**src/sbs_regs.svh**
```systemverilog
// register offsets, field positions and reset values of the buffer status block
`ifndef SBS_REGS_SVH
`define SBS_REGS_SVH

`define SBS_ADDR_W       8
`define SBS_STATUS_OFS   8'h00
`define SBS_RXBUF_OFS    8'h04
`define SBS_TXBUF_OFS    8'h08

`define SBS_TX_WERR_BIT  7
`define SBS_TX_EMPTY_BIT 5
`define SBS_RX_RERR_BIT  3
`define SBS_FLUSH_BIT    2
`define SBS_RX_FULL_BIT  0

`define SBS_TX_WERR_RST  1'b0
`define SBS_RX_RERR_RST  1'b0
`define SBS_RXEMPTY_DATA 8'h00
`define SBS_QUEUE_DEPTH  32
`define SBS_BYTE_W       8

`endif

```
**src/sbs_pkg.sv**
```systemverilog
// shared types of the buffer status block
package sbs_pkg;

   typedef logic [7:0] sbs_byte_t;

   typedef enum logic [1:0] {
      sbs_resp_okay   = 2'b00,
      sbs_resp_slverr = 2'b10
   } sbs_resp_t;

endpackage

```
**src/sbs_fifo.sv**
```systemverilog
// byte queue with registered head data and synchronous flush
`include "sbs_regs.svh"
module sbs_fifo #(
   parameter int WIDTH = `SBS_BYTE_W,
   parameter int DEPTH = `SBS_QUEUE_DEPTH,
   parameter int AW    = $clog2(DEPTH)
) (
   input  wire logic             clk,
   input  wire logic             rst_n,
   input  wire logic             flush,
   input  wire logic             in_valid,
   output logic                  in_ready,
   input  wire logic [WIDTH-1:0] in_data,
   output logic                  out_valid,
   input  wire logic             out_ready,
   output logic      [WIDTH-1:0] out_data,
   output logic      [AW:0]      level
);

   if (DEPTH < 2 || (1 << AW) != DEPTH) begin : g_bad_depth
      $error("sbs_fifo: DEPTH must be a power of two, at least 2");
   end

   logic [WIDTH-1:0] mem [DEPTH];
   logic [AW-1:0]    wr_ptr;
   logic [AW-1:0]    rd_ptr;
   logic [AW-1:0]    next_rd;
   logic             push;
   logic             pop;

   assign in_ready  = (level != DEPTH[AW:0]);
   assign out_valid = (level != '0);
   assign push      = in_valid && in_ready && !flush;
   assign pop       = out_valid && out_ready && !flush;
   assign next_rd   = rd_ptr + AW'(pop);

   always_ff @(posedge clk) begin
      if (push) begin
         mem[wr_ptr] <= in_data;
      end
   end

   // head register: bypass when the slot being read is written this edge
   always_ff @(posedge clk or negedge rst_n) begin
      if (!rst_n) begin
         out_data <= '0;
      end else if (push && wr_ptr == next_rd) begin
         out_data <= in_data;
      end else begin
         out_data <= mem[next_rd];
      end
   end

   always_ff @(posedge clk or negedge rst_n) begin
      if (!rst_n) begin
         wr_ptr <= '0;
         rd_ptr <= '0;
         level  <= '0;
      end else if (flush) begin
         wr_ptr <= '0;
         rd_ptr <= '0;
         level  <= '0;
      end else begin
         wr_ptr <= wr_ptr + AW'(push);
         rd_ptr <= next_rd;
         level  <= level + (AW+1)'(push) - (AW+1)'(pop);
      end
   end

endmodule

```
**src/sbs_flag.sv**
```systemverilog
// sticky flag: hardware set wins over software clear
module sbs_flag #(
   parameter logic RESET_VALUE = 1'b0
) (
   input  wire logic clk,
   input  wire logic rst_n,
   input  wire logic set,
   input  wire logic clr,
   output logic      q
);

   always_ff @(posedge clk or negedge rst_n) begin
      if (!rst_n) begin
         q <= RESET_VALUE;
      end else if (set) begin
         q <= 1'b1;
      end else if (clr) begin
         q <= 1'b0;
      end
   end

endmodule

```
**src/sbs_spi_buffer_status.sv**
```systemverilog
// buffer status and read buffer registers of a serial peripheral
//
// Behaviour
// - set tx write error on write while full
// - tx empty bit reads queue empty, resets one
// - set rx read error on read while empty
// - writing one to flush empties both queues
// - rx buffer read pops and returns oldest byte
// - empty rx read returns zero, keeps level
//
// Added by the designer: the AXI4-Lite slave port and the placing of the registers.
`include "sbs_regs.svh"
module sbs_spi_buffer_status #(
   parameter int DEPTH = `SBS_QUEUE_DEPTH,
   parameter int LW    = $clog2(DEPTH) + 1
) (
   input  wire logic                   clk,
   input  wire logic                   rst_n,
   input  wire logic                   s_axi_awvalid,
   output logic                        s_axi_awready,
   input  wire logic [`SBS_ADDR_W-1:0] s_axi_awaddr,
   input  wire logic                   s_axi_wvalid,
   output logic                        s_axi_wready,
   input  wire logic [31:0]            s_axi_wdata,
   input  wire logic [3:0]             s_axi_wstrb,
   output logic                        s_axi_bvalid,
   input  wire logic                   s_axi_bready,
   output logic      [1:0]             s_axi_bresp,
   input  wire logic                   s_axi_arvalid,
   output logic                        s_axi_arready,
   input  wire logic [`SBS_ADDR_W-1:0] s_axi_araddr,
   output logic                        s_axi_rvalid,
   input  wire logic                   s_axi_rready,
   output logic      [31:0]            s_axi_rdata,
   output logic      [1:0]             s_axi_rresp,
   input  wire logic                   rx_push_valid,
   output logic                        rx_push_ready,
   input  wire logic [7:0]             rx_push_data,
   output logic                        tx_pop_valid,
   input  wire logic                   tx_pop_ready,
   output logic      [7:0]             tx_pop_data
);

   if (DEPTH < 2 || DEPTH > 256 || LW != $clog2(DEPTH) + 1)
   begin : g_bad_depth
      $error("sbs_spi_buffer_status: DEPTH out of range");
   end

   logic rst_meta;
   logic rst_sync_n;

   // reset released through two flops, asserted at once
   always_ff @(posedge clk or negedge rst_n) begin
      if (!rst_n) begin
         rst_meta   <= 1'b0;
         rst_sync_n <= 1'b0;
      end else begin
         rst_meta   <= 1'b1;
         rst_sync_n <= rst_meta;
      end
   end

   logic                   aw_held;
   logic                   w_held;
   logic [`SBS_ADDR_W-1:0] aw_addr;
   logic [31:0]            w_data;
   logic                   w_lane0;
   logic                   wr_fire;
   logic                   wr_status;
   logic                   wr_tx;
   logic                   wr_mapped;
   logic                   flush_fire;
   logic                   ar_fire;
   logic                   rd_mapped;
   logic                   rx_rd;
   logic                   rx_pop;
   logic                   rx_empty_rd;
   logic                   tx_in_valid;
   logic                   tx_in_ready;
   logic                   rx_out_valid;
   logic [7:0]             rx_head;
   logic [LW-1:0]          rx_level;
   logic [LW-1:0]          tx_level;
   logic                   tx_write_error;
   logic                   rx_read_error;
   logic                   tx_queue_empty;
   logic                   rx_queue_full;
   logic [7:0]             buffer_status;

   function automatic logic hit(input logic [`SBS_ADDR_W-1:0] a,
                                input logic [`SBS_ADDR_W-1:0] ofs);
      hit = (a[`SBS_ADDR_W-1:2] == ofs[`SBS_ADDR_W-1:2]);
   endfunction

   // address and data may arrive in either order; each is parked
   assign s_axi_awready = !aw_held;
   assign s_axi_wready  = !w_held;
   assign wr_fire       = aw_held && w_held && !s_axi_bvalid;

   always_ff @(posedge clk or negedge rst_sync_n) begin
      if (!rst_sync_n) begin
         aw_held <= 1'b0;
         aw_addr <= '0;
      end else if (s_axi_awvalid && s_axi_awready) begin
         aw_held <= 1'b1;
         aw_addr <= s_axi_awaddr;
      end else if (wr_fire) begin
         aw_held <= 1'b0;
      end
   end

   always_ff @(posedge clk or negedge rst_sync_n) begin
      if (!rst_sync_n) begin
         w_held  <= 1'b0;
         w_data  <= '0;
         w_lane0 <= 1'b0;
      end else if (s_axi_wvalid && s_axi_wready) begin
         w_held  <= 1'b1;
         w_data  <= s_axi_wdata;
         w_lane0 <= s_axi_wstrb[0];
      end else if (wr_fire) begin
         w_held <= 1'b0;
      end
   end

   // registers hold only the low byte; other lanes are ignored
   assign wr_status  = wr_fire && w_lane0
                       && hit(aw_addr, `SBS_STATUS_OFS);
   assign wr_tx      = wr_fire && w_lane0
                       && hit(aw_addr, `SBS_TXBUF_OFS);
   assign wr_mapped  = hit(aw_addr, `SBS_STATUS_OFS)
                       || hit(aw_addr, `SBS_RXBUF_OFS)
                       || hit(aw_addr, `SBS_TXBUF_OFS);
   assign flush_fire = wr_status && w_data[`SBS_FLUSH_BIT];

   always_ff @(posedge clk or negedge rst_sync_n) begin
      if (!rst_sync_n) begin
         s_axi_bvalid <= 1'b0;
         s_axi_bresp  <= sbs_pkg::sbs_resp_okay;
      end else if (wr_fire) begin
         s_axi_bvalid <= 1'b1;
         s_axi_bresp  <= wr_mapped ? sbs_pkg::sbs_resp_okay
                                   : sbs_pkg::sbs_resp_slverr;
      end else if (s_axi_bready) begin
         s_axi_bvalid <= 1'b0;
      end
   end

   // flush beats a push in the same cycle; the byte is dropped
   assign tx_in_valid = wr_tx && !flush_fire;

   sbs_fifo #(
      .WIDTH (`SBS_BYTE_W),
      .DEPTH (DEPTH)
   ) u_tx_queue (
      .clk       (clk),
      .rst_n     (rst_sync_n),
      .flush     (flush_fire),
      .in_valid  (tx_in_valid),
      .in_ready  (tx_in_ready),
      .in_data   (w_data[7:0]),
      .out_valid (tx_pop_valid),
      .out_ready (tx_pop_ready),
      .out_data  (tx_pop_data),
      .level     (tx_level)
   );

   // shift engine stalls on rx_push_ready when software falls behind
   sbs_fifo #(
      .WIDTH (`SBS_BYTE_W),
      .DEPTH (DEPTH)
   ) u_rx_queue (
      .clk       (clk),
      .rst_n     (rst_sync_n),
      .flush     (flush_fire),
      .in_valid  (rx_push_valid),
      .in_ready  (rx_push_ready),
      .in_data   (rx_push_data),
      .out_valid (rx_out_valid),
      .out_ready (rx_pop),
      .out_data  (rx_head),
      .level     (rx_level)
   );

   sbs_flag #(
      .RESET_VALUE (`SBS_TX_WERR_RST)
   ) u_tx_write_error (
      .clk   (clk),
      .rst_n (rst_sync_n),
      .set   (wr_tx && !tx_in_ready),
      .clr   (wr_status && w_data[`SBS_TX_WERR_BIT]),
      .q     (tx_write_error)
   );

   sbs_flag #(
      .RESET_VALUE (`SBS_RX_RERR_RST)
   ) u_rx_read_error (
      .clk   (clk),
      .rst_n (rst_sync_n),
      .set   (rx_empty_rd),
      .clr   (wr_status && w_data[`SBS_RX_RERR_BIT]),
      .q     (rx_read_error)
   );

   assign tx_queue_empty = (tx_level == '0);
   assign rx_queue_full  = (rx_level == DEPTH[LW-1:0]);

   // flush bit is write only and reads zero like the unused bits
   always_comb begin
      buffer_status                 = 8'h00;
      buffer_status[`SBS_TX_WERR_BIT]  = tx_write_error;
      buffer_status[`SBS_TX_EMPTY_BIT] = tx_queue_empty;
      buffer_status[`SBS_RX_RERR_BIT]  = rx_read_error;
      buffer_status[`SBS_RX_FULL_BIT]  = rx_queue_full;
   end

   assign s_axi_arready = !s_axi_rvalid;
   assign ar_fire       = s_axi_arvalid && s_axi_arready;
   assign rx_rd         = ar_fire && hit(s_axi_araddr, `SBS_RXBUF_OFS);
   assign rx_pop        = rx_rd && rx_out_valid;
   assign rx_empty_rd   = rx_rd && !rx_out_valid;
   assign rd_mapped     = hit(s_axi_araddr, `SBS_STATUS_OFS)
                          || hit(s_axi_araddr, `SBS_RXBUF_OFS)
                          || hit(s_axi_araddr, `SBS_TXBUF_OFS);

   // a read pops at acceptance, so a dropped response loses the byte
   always_ff @(posedge clk or negedge rst_sync_n) begin
      if (!rst_sync_n) begin
         s_axi_rvalid <= 1'b0;
         s_axi_rdata  <= '0;
         s_axi_rresp  <= sbs_pkg::sbs_resp_okay;
      end else if (ar_fire) begin
         s_axi_rvalid <= 1'b1;
         s_axi_rresp  <= rd_mapped ? sbs_pkg::sbs_resp_okay
                                   : sbs_pkg::sbs_resp_slverr;
         if (hit(s_axi_araddr, `SBS_STATUS_OFS)) begin
            s_axi_rdata <= {24'h000000, buffer_status};
         end else if (rx_pop) begin
            s_axi_rdata <= {24'h000000, rx_head};
         end else begin
            s_axi_rdata <= {24'h000000, `SBS_RXEMPTY_DATA};
         end
      end else if (s_axi_rready) begin
         s_axi_rvalid <= 1'b0;
      end
   end
endmodule

```
**config.mk**
```make
export PLATFORM = sky130hd
export DESIGN_NAME = sbs_spi_buffer_status
export DESIGN_NICKNAME = d
export VERILOG_FILES = /design/src/sbs_pkg.sv /design/src/sbs_fifo.sv /design/src/sbs_flag.sv /design/src/sbs_spi_buffer_status.sv
export VERILOG_INCLUDE_DIRS = /design/src
export SDC_FILE = /design/constraint.sdc
export NUM_CORES = 1
export LEC_CHECK = 0
export BUFFER_PORTS_ARGS = -buffer_cell sky130_fd_sc_hd__buf_2
export CAP_MARGIN = 20
export CORE_AREA = 2 2 303 275
export DETAILED_ROUTE_END_ITERATION = 10
export DIE_AREA = 0 0 305 277
export HOLD_SLACK_MARGIN = 0.15
export PLACE_DENSITY = 0.48
export SLEW_MARGIN = 10
export SYNTH_ARGS = -nofsm -noshare
export SYNTH_HDL_FRONTEND = slang
export SYNTH_HIERARCHICAL = 1
export SYNTH_SLANG_ARGS = --single-unit
```
**constraint.sdc**
```tcl
create_clock -name clk -period 3.9 [get_ports clk]
set_clock_uncertainty 0.05 [all_clocks]
set_input_delay 0.78 -clock clk [delete_from_list [all_inputs] [get_ports clk]]
set_output_delay 0.78 -clock clk [all_outputs]
set_load 0.03 [all_outputs]
```
==> results of run 1 <==
metal layers:
layer | vias to the layer above | routed length [microns] | GRT usage [%] | part of all wire, %
met2 | 212 | 26700 | 21.1 | 49
met1 | 6462 | 24700 | 17.4 | 45
met3 | 79 | 2120 | 2.16 | 3.9
met5 | - | 0 | 0 | 0
met4 | 0 | 1270 | 3.73 | 2.3
li1 | 5484 | - | - | -
cell usage after synthesis, drive strengths merged (12+ instances only):
cell type,n,area (sq um)
nor2b,24,150
mux4,130,2930
xor2,18,176
nor4,12,111
clkbuf,19,71.3
nand3,15,80.1
buf,65,508
nor2,96,360
ha,26,325
mux2i,19,190
dfrtp,81,2030
o22ai,14,87.6
edfxtp,512,15400
nand3b,14,105
o21ai,15,75.1
nand2,23,86.3
inv,52,195
mux2,28,315
a21oi,17,85.1
placed cells by master, fill, tap and decap left out, drive strengths merged, types with 7 or more instances in the layout:
cell type  synthesis  layout
edfxtp           512     512
buf               65     195
mux4             130     130
nor2              96      96
clkbuf            19      83
dfrtp             81      81
inv               52      53
mux2              28      28
conb               2      27
ha                26      26
nor2b             24      24
nand2             23      23
mux2i             19      19
xor2              18      18
clkinv             0      18
a21oi             17      17
nand3             15      15
o21ai             15      15
nand3b            14      14
o22ai             14      14
nor4              12      12
a221o             11      11
a21o              11      11
xnor2             11      11
o31ai              8       8
a211oi             8       8
a222oi             7       7
and2               7       7
final timing paths:
check,start,cells past startpoint,end
min in group asynchronous,rst_sync_n,0,aw_addr[3]
worst max register to register,aw_addr[5],13,u_tx_queue/out_data[2]
worst max-delay path,aw_addr[5],13,u_tx_queue/out_data[2]
worst min-delay path,rst_meta,0,rst_sync_n
max in group asynchronous,rst_sync_n,1,u_rx_queue/wr_ptr[2]
worst min register to register,rst_meta,0,rst_sync_n
timing repair:
action | CTS | global route
endpoints found under the hold margin | 2 | 0
gates cloned | 0 | 2
pin swaps | 0 | 3
hold buffers | 1 | 0
setup buffers | 0 | 23
endpoints found under the setup margin | 6 | 19
resized for setup | 3 | 20
worst max-delay path: stages (launching register included):
cell and delay, ns:
dfrtp_1 0.37, or4_4 0.56, nor4_4 0.17, and2_4 0.22, buf_12 0.10, and3b_1 0.21
ha_4 0.41, buf_12 0.16, mux4_2 0.53, mux2_2 0.30, a21oi_1 0.15, a221o_1 0.21
nor4_1 0.07, a21o_1 0.16
power groups by stage:
stage / combinational [uW] / clock [uW] / sequential [uW]
after global placement: 5640 / 0 / 8540
after detailed placement: 5780 / 0 / 8530
after global routing: 6690 / 5970 / 8450
final: 6180 / 5540 / 8360
after CTS: 5820 / 5700 / 8400
after floorplan: 3680 / 0 / 8440
kinds of logic after synthesis:
logic type	after synthesis	share of synthesized area [%]
compound gates	109	3.24
buf+inv	136	3.19
simple gates	226	4.97
other cells	2	0.0309
flops	593	71.7
xor+xnor	30	1.25
mux	177	14.2
fa+ha+maj	28	1.50
through the flow:
stage / cells / setup WS, ns / power, uW
global placement: 2483 / -0.152 / 14200
global route: 2617 / 0.0128 / 21100
floorplan: 1326 / 0.0596 / 12100
finish: 2617 / 0.116 / 20100
detailed placement: 2484 / -0.117 / 14300
CTS: 2591 / 0.00349 / 19900
layout make-up:
cell class	count	area (sq um)
clock buffers	81	1610
clock inverters	25	245
fillers	7679	53000
inverters	52	195
multi-input cells	597	6280
flip-flops and latches	593	17400
well taps	1071	1340
repair buffers	198	1640
flip-flops by register name, indices dropped and copies added (netlist names), 5 cells and up:
| name | flops |
|---|---|
| aw_addr | 6 |
| u_tx_queue/rd_ptr | 5 |
| u_rx_queue/level | 6 |
| u_tx_queue/out_data | 8 |
| u_rx_queue/mem | 256 |
| u_rx_queue/rd_ptr | 5 |
| u_tx_queue/wr_ptr | 5 |
| w_data | 8 |
| u_rx_queue/wr_ptr | 5 |
| s_axi_rdata | 8 |
| u_tx_queue/level | 6 |
| u_rx_queue/out_data | 8 |
| u_tx_queue/mem | 256 |
==> results.txt, run 1 <==
Outcome - complete, no violations
P_sw - 6040 uW
GP Congestion - 0.789
Switching share of total power - 30.1%
Rel. slew slack - 26.9%
Post-DP HPWL - 34,700 microns
CP Class - reg2reg
Post-route ant nets - 0
PortBufs - 62
Post-synthesis sequential area ratio - 71.7%
Reg clk slew, reported paths - 0.06 ns
Die Ht - 277 microns
Final design utilization - 35.2%
CTS Root Cell - clkbuf_16
I/O pin total - 120
Final hold slack - 0.299 ns
Die Wd - 305 microns
CTS tree - done
Critical path launch point type - register
Drt first-iter violations - 794
RSZ-0062 raised after global routing - false
Fmax - 0.264 GHz
Syn. warnings - 6
Vias/cell - 4.68
Global-route wire length before repair - 81,300 microns
Max-cap violations - 0
Die ar. - 0.0845 sq mm
Critical path data arrival time - 4.24 ns
Core Footprint - 0.0817 sq mm
Comb power frac - 30.8%
Largest net degree at the start of global routing - 66
Worst-margin pin slew - 1.10 ns
Ratio of cells with drive above 1 in the final layout - 29.8%
Pint - 14,000 uW
DR WL/cell - 20.9 microns
Sequential power share - 41.6%
Clock power frac - 27.6%
Routed WL - 54,800 microns
Leakage - 0.00989 uW
Final setup fails - 0
Tot GR Track Use - 12.8%
Cell variety after synth - 64
Nets - 1,597
Crit. End Element - register
Post-synth EDFFs - 512
Vias in the first global route - 12,539
Slew Viols, Final - 0
Synth Cell Area - 0.0243 sq mm
Min Tclk post-route - 3.78 ns
Reg2reg setup slack - 0.12 ns
Hold crit path type - reg2reg
Remaining DRCs - 0
CTS sink cnt - 593
Fin area - 0.0287 sq mm
# rows - 100
Post-synth top flop - edfxtp_1
Worst EP required - 4.36 ns
Fin Setup TNS - 0 ns
Peak supply drop - 0.314 mV
Buffer levels on the longest clock path - 3
Placed cell area - 0.0265 sq mm
Asr flop ratio synth - 13.7%
Grt ovf - 0
Initial Util - 29.7%
Flops & latches, synth - 593
Syn-to-layout area delta - 18.3%
Mean Syn Cell Area - 18.7 sq um
Worst Path Max Fanout - 7
Clk_lat worst skew - 0.62 ns
Final period util - 97.0%
Drt pass-1 iters - 6
Hold Fails Final Rpt - 0
Initial antenna violation count - 0
Cts bufs inserted - 58
Antenna Cells - 0
Synth Instances - 1,301
Pwr dens - 699 mW/mm^2
H-tree depth - 2
DR vias - 12,237
Power figures use the tool's default switching activity.
==> run 2, diff against run 1 <==
Settings changed: CELL_PAD_IN_SITES_DETAIL_PLACEMENT from default to 1, CELL_PAD_IN_SITES_GLOBAL_PLACEMENT from default to 2, PLACE_DENSITY 0.48 to 0.57, RECOVER_POWER from default to 50.
==> results.txt, run 2 (synthesized netlist as in run 1, its figures left out) <==
Leakage - 0.00971 uW
CP peak stage delay - 0.56 ns
Final setup fails - 0
Reg2reg setup slack - 0.15 ns
Slew Viols, Final - 435
Delay-heaviest family, CP - multiplexers
DR vias - 12,173
Rel. slew slack - -65.0%
Drt pass-1 iters - 5
Fillers - 8,197
# rows - 100
Syn-to-layout area delta - 17.5%
RSZ-0062 raised after global routing - false
GP Congestion - 0.717
CTS sink cnt - 593
Global-route wire length before repair - 86,400 microns
Peak supply drop - 0.395 mV
Antenna Cells - 0
Initial antenna violation count - 0
Outcome - complete, but fails checks
Pwr dens - 699 mW/mm^2
Die Wd - 305 microns
Top Registers - u_rx_queue/mem: 256 flops, u_tx_queue/mem: 256 flops
Clk_lat worst skew - 0.62 ns
Largest net degree at the start of global routing - 60
Cts bufs inserted - 61
Critical path launch point type - register
Crit. End Element - register
Vias/cell - 4.70
Critical path data arrival time - 4.18 ns
Ratio of cells with drive above 1 in the final layout - 28.1%
Remaining DRCs - 0
H-tree depth - 2
Tot GR Track Use - 13.6%
Die Ht - 277 microns
Vias in the first global route - 13,262
Fmax - 0.267 GHz
Drt first-iter violations - 744
Post-route ant nets - 0
Reg clk slew, reported paths - 0.06 ns
CTS tree - done
Footprint of the multi-input gates - 0.00630 sq mm
CTS Root Cell - clkbuf_16
Post-DP HPWL - 36,700 microns
DR WL/cell - 22.1 microns
Sequential Area - 0.0174 sq mm
Slowest-stage cell, CP - or4_4
Worst EP required - 4.33 ns
Min Tclk post-route - 3.75 ns
Nets - 1,566
Worst-margin pin slew - 2.48 ns
Routed WL - 57,300 microns
I/O pin total - 120
Max-cap violations - 12
Die ar. - 0.0845 sq mm
Initial Util - 29.7%
Hold crit path type - in2reg
Buffer levels on the longest clock path - 3
Failing checks - capacitance limit, slew limit
Commonest non-fill, non-tap cell in the layout - edfxtp_1
Worst Path Max Fanout - 9
CP Class - reg2reg
Final hold slack - 0.301 ns
Grt ovf - 0
Hold Fails Final Rpt - 0
Most frequent cells in the layout - edfxtp_1 (512), mux4_2 (130), nor2_1 (96)
Most frequent CP cell - mux4_2
Critical-path cell list - or4_4 > nor4_4 > and2_4 > and3b_2 > ha_4 > buf_4 > buf_12 > mux4_2 > mux4_2 > mux2i_1 > o21ai_1
WP buf/inv - 2
Core Footprint - 0.0817 sq mm
PortBufs - 62
Final period util - 96.1%
Total power - 20,000 uW
## run 2: final timing paths
| kind | startpoint | end | depth (start not counted) |
|---|---|---|---|
| min in group asynchronous | rst_n | rst_meta | 2 |
| min | s_axi_bready | s_axi_bvalid | 2 |
| max reg2reg | aw_addr[5] | u_tx_queue/out_data[6] | 11 |
| max | aw_addr[5] | u_tx_queue/out_data[6] | 11 |
| max in group asynchronous | rst_sync_n | u_tx_queue/out_data[6] | 1 |
| min reg2reg | rst_meta | rst_sync_n | 0 |
## run 2: where the power goes
group	switching, uW	internal, uW
registers	490	7840
logic	3180	2830
clock network	2410	3210
total	6090	13900
## run 2: final cells by class
type,count,share of cell area [%]
sequential,593,61.0
multi-input combinational,597,22.1
clock buffer,80,6.00
timing repair buffer,164,4.77
tap,1071,4.70
clock inverter,35,0.763
inverter,52,0.684
## run 2: layer usage
| metal | global-route usage [%] | share of wire (%) | vias to the layer above | wire, microns |
|---|---|---|---|---|
| met1 | 18.1 | 45 | 6482 | 25900 |
| met4 | 3.52 | 2.1 | 0 | 1210 |
| met3 | 1.95 | 2.9 | 82 | 1690 |
| li1 | - | - | 5442 | - |
| met5 | 0 | 0 | - | 0 |
| met2 | 23.2 | 50 | 167 | 28600 |
## run 2: metrics by stage
| stage | utilization (%) | worst slack [ns] | cell area (sq um) | setup TNS, ns | std cells |
|---|---|---|---|---|---|
| after floorplan | - | 0.0596 | 24400 | 0 | 1326 |
| after global placement | 32.5 | -0.263 | 26500 | -1.90 | 2473 |
| after detailed placement | 32.5 | -0.205 | 26500 | -1.62 | 2473 |
| after CTS | 34.9 | -0.00271 | 28500 | -0.00271 | 2590 |
| after global routing | 34.9 | 0.00312 | 28500 | 0 | 2592 |
| final | 34.9 | 0.150 | 28500 | 0 | 2592 |
## run 2: what timing repair did
item | CTS | global route
setup buffers | 1 | 0
hold buffers | 1 | 0
cloned | 0 | 1
setup endpoints to repair | 16 | 16
pin swaps | 2 | 3
endpoints found under the hold margin | 2 | 0
resized for setup | 10 | 10
==> run 3, diff against run 2 <==
Settings changed: CELL_PAD_IN_SITES_DETAIL_PLACEMENT 1 to default, CELL_PAD_IN_SITES_GLOBAL_PLACEMENT 2 to default, PLACE_DENSITY 0.57 to 0.48.
==> results.txt, run 3 (synthesized netlist as in run 1, its figures left out) <==
Outcome - complete, but fails checks
Failing checks - capacitance limit, slew limit
Die Wd - 305 microns
Drt first-iter violations - 762
Antenna Cells - 0
Pwr dens - 699 mW/mm^2
Drt pass-1 iters - 5
Hold crit path type - reg2reg
Max-cap violations - 9
Critical path launch point type - register
Rel. slew slack - -98.8%
Critical-path cell list - or4_4 > nor4_4 > and2_4 > buf_12 > and3b_1 > ha_4 > buf_12 > mux4_2 > mux2_2 > a21oi_1 > a221o_1 > nor4_1 > a21o_1
Die ar. - 0.0845 sq mm
WP buf/inv - 2
Final setup fails - 0
PortBufs - 62
Hold Fails Final Rpt - 0
DR WL/cell - 21.0 microns
Clk_lat worst skew - 0.62 ns
Leakage - 0.00983 uW
Ratio of cells with drive above 1 in the final layout - 28.8%
CP peak stage delay - 0.56 ns
Vias/cell - 4.67
Worst-margin pin slew - 2.98 ns
Pre-CTS setup slack - -0.117 ns
RSZ-0062 raised after global routing - false
Slew Viols, Final - 338
Tot GR Track Use - 12.8%
Peak supply drop - 0.314 mV
Initial antenna violation count - 0
Nets - 1,597
Cts bufs inserted - 58
Fmax - 0.265 GHz
GP Congestion - 0.789
Final period util - 96.6%
# rows - 100
Global-route wire length before repair - 81,300 microns
Vias in the first global route - 12,539
Critical path data arrival time - 4.22 ns
Commonest non-fill, non-tap cell in the layout - edfxtp_1
Slack of the critical path - 0.132 ns
Min Tclk post-route - 3.77 ns
Worst EP required - 4.36 ns
Post-route ant nets - 0
CTS Root Cell - clkbuf_16
Delay-heaviest family, CP - simple AND/OR/NAND/NOR gates
Crit. End Element - register
Hold_sp - rst_meta
CTS sink cnt - 593
Total power - 20,000 uW
Final design utilization - 35.1%
Worst Path Max Fanout - 7
CP Class - reg2reg
Post-DP HPWL - 34,700 microns
R2R Path Start - aw_addr[5]
Final hold slack - 0.299 ns
Grt ovf - 0
DR vias - 12,230
Fillers - 7,694
Routed WL - 54,900 microns
Reg clk slew, reported paths - 0.06 ns
I/O pin total - 120
H-tree depth - 2
Most frequent cells in the layout - edfxtp_1 (512), mux4_2 (129), buf_4 (103)
Buffer levels on the longest clock path - 3
Most frequent CP cell - buf_12
Remaining DRCs - 0
CTS tree - done
Initial Util - 29.7%
Die Ht - 277 microns
Top Registers - u_rx_queue/mem: 256 flops, u_tx_queue/mem: 256 flops
Slowest-stage cell, CP - or4_4
Largest net degree at the start of global routing - 66
CP startpoint - aw_addr[5]
Core Footprint - 0.0817 sq mm
Syn-to-layout area delta - 17.9%
[run 3: layer usage]
layer	global-route usage, %	part of all wire, %	up-vias
met5	0	0	-
met4	3.73	2.3	0
met3	2.16	3.9	79
met2	21.1	49	199
met1	17.4	45	6473
li1	-	-	5479
[run 3: area by class of cell]
cell class              count  area, sq um  share of cell area, %
flip-flops and latches    593        17400                   60.8
multi-input cells         597         6280                   21.9
clock buffers              81         1610                   5.62
repair buffers            198         1560                   5.46
well taps                1071         1340                   4.68
clock inverters            25          245                  0.856
inverters                  52          195                  0.682
[run 3: timing repair]
| item | 4_1_cts | 5_1_grt |
|---|---|---|
| endpoints found under the setup margin | 6 | 19 |
| gates resized for setup | 3 | 20 |
| hold buffers | 1 | 0 |
| pin swaps | 0 | 3 |
| setup buffers | 0 | 23 |
| cloned | 0 | 2 |
| endpoints found under the hold margin | 2 | 0 |
[run 3: power by group]
group | switching, uW | internal (uW)
combinational | 3140 | 2970
clock | 2350 | 3190
sequential | 537 | 7820
[run 3: worst reg2reg max path, delay by kind of cell, from the launching register on]
| family | cells | cell delay [ns] |
|---|---|---|
| AND/OR/NAND/NOR | 5 | 1.23 |
| multiplexers | 2 | 0.85 |
| AO/OA/AOI/OAI | 3 | 0.52 |
| adder cells (fa/ha/maj) | 1 | 0.41 |
| flip-flops | 1 | 0.37 |
| buffers and inverters | 2 | 0.27 |
[run 3: metrics by stage]
stage	instance area [sq um]	std cells	setup TNS, ns
2_1_floorplan	24400	1326	0
3_3_place_gp	26500	2483	-0.619
3_5_place_dp	26500	2484	-0.480
4_1_cts	28400	2591	0
5_1_grt	28600	2617	0
6_report	28600	2617	0
[run 3: final timing paths]
| kind | to | slack [ns] | cells after the start |
|---|---|---|---|
| min in group asynchronous | rst_sync_n | 0.45 | 2 |
| worst max register to register | u_tx_queue/out_data[2] | 0.13 | 13 |
| worst min-delay path | rst_sync_n | 0.30 | 0 |
| max in group asynchronous | w_data[4] | 0.89 | 0 |
| worst max-delay path | u_tx_queue/out_data[2] | 0.13 | 13 |
| worst min register to register | rst_sync_n | 0.30 | 0 |
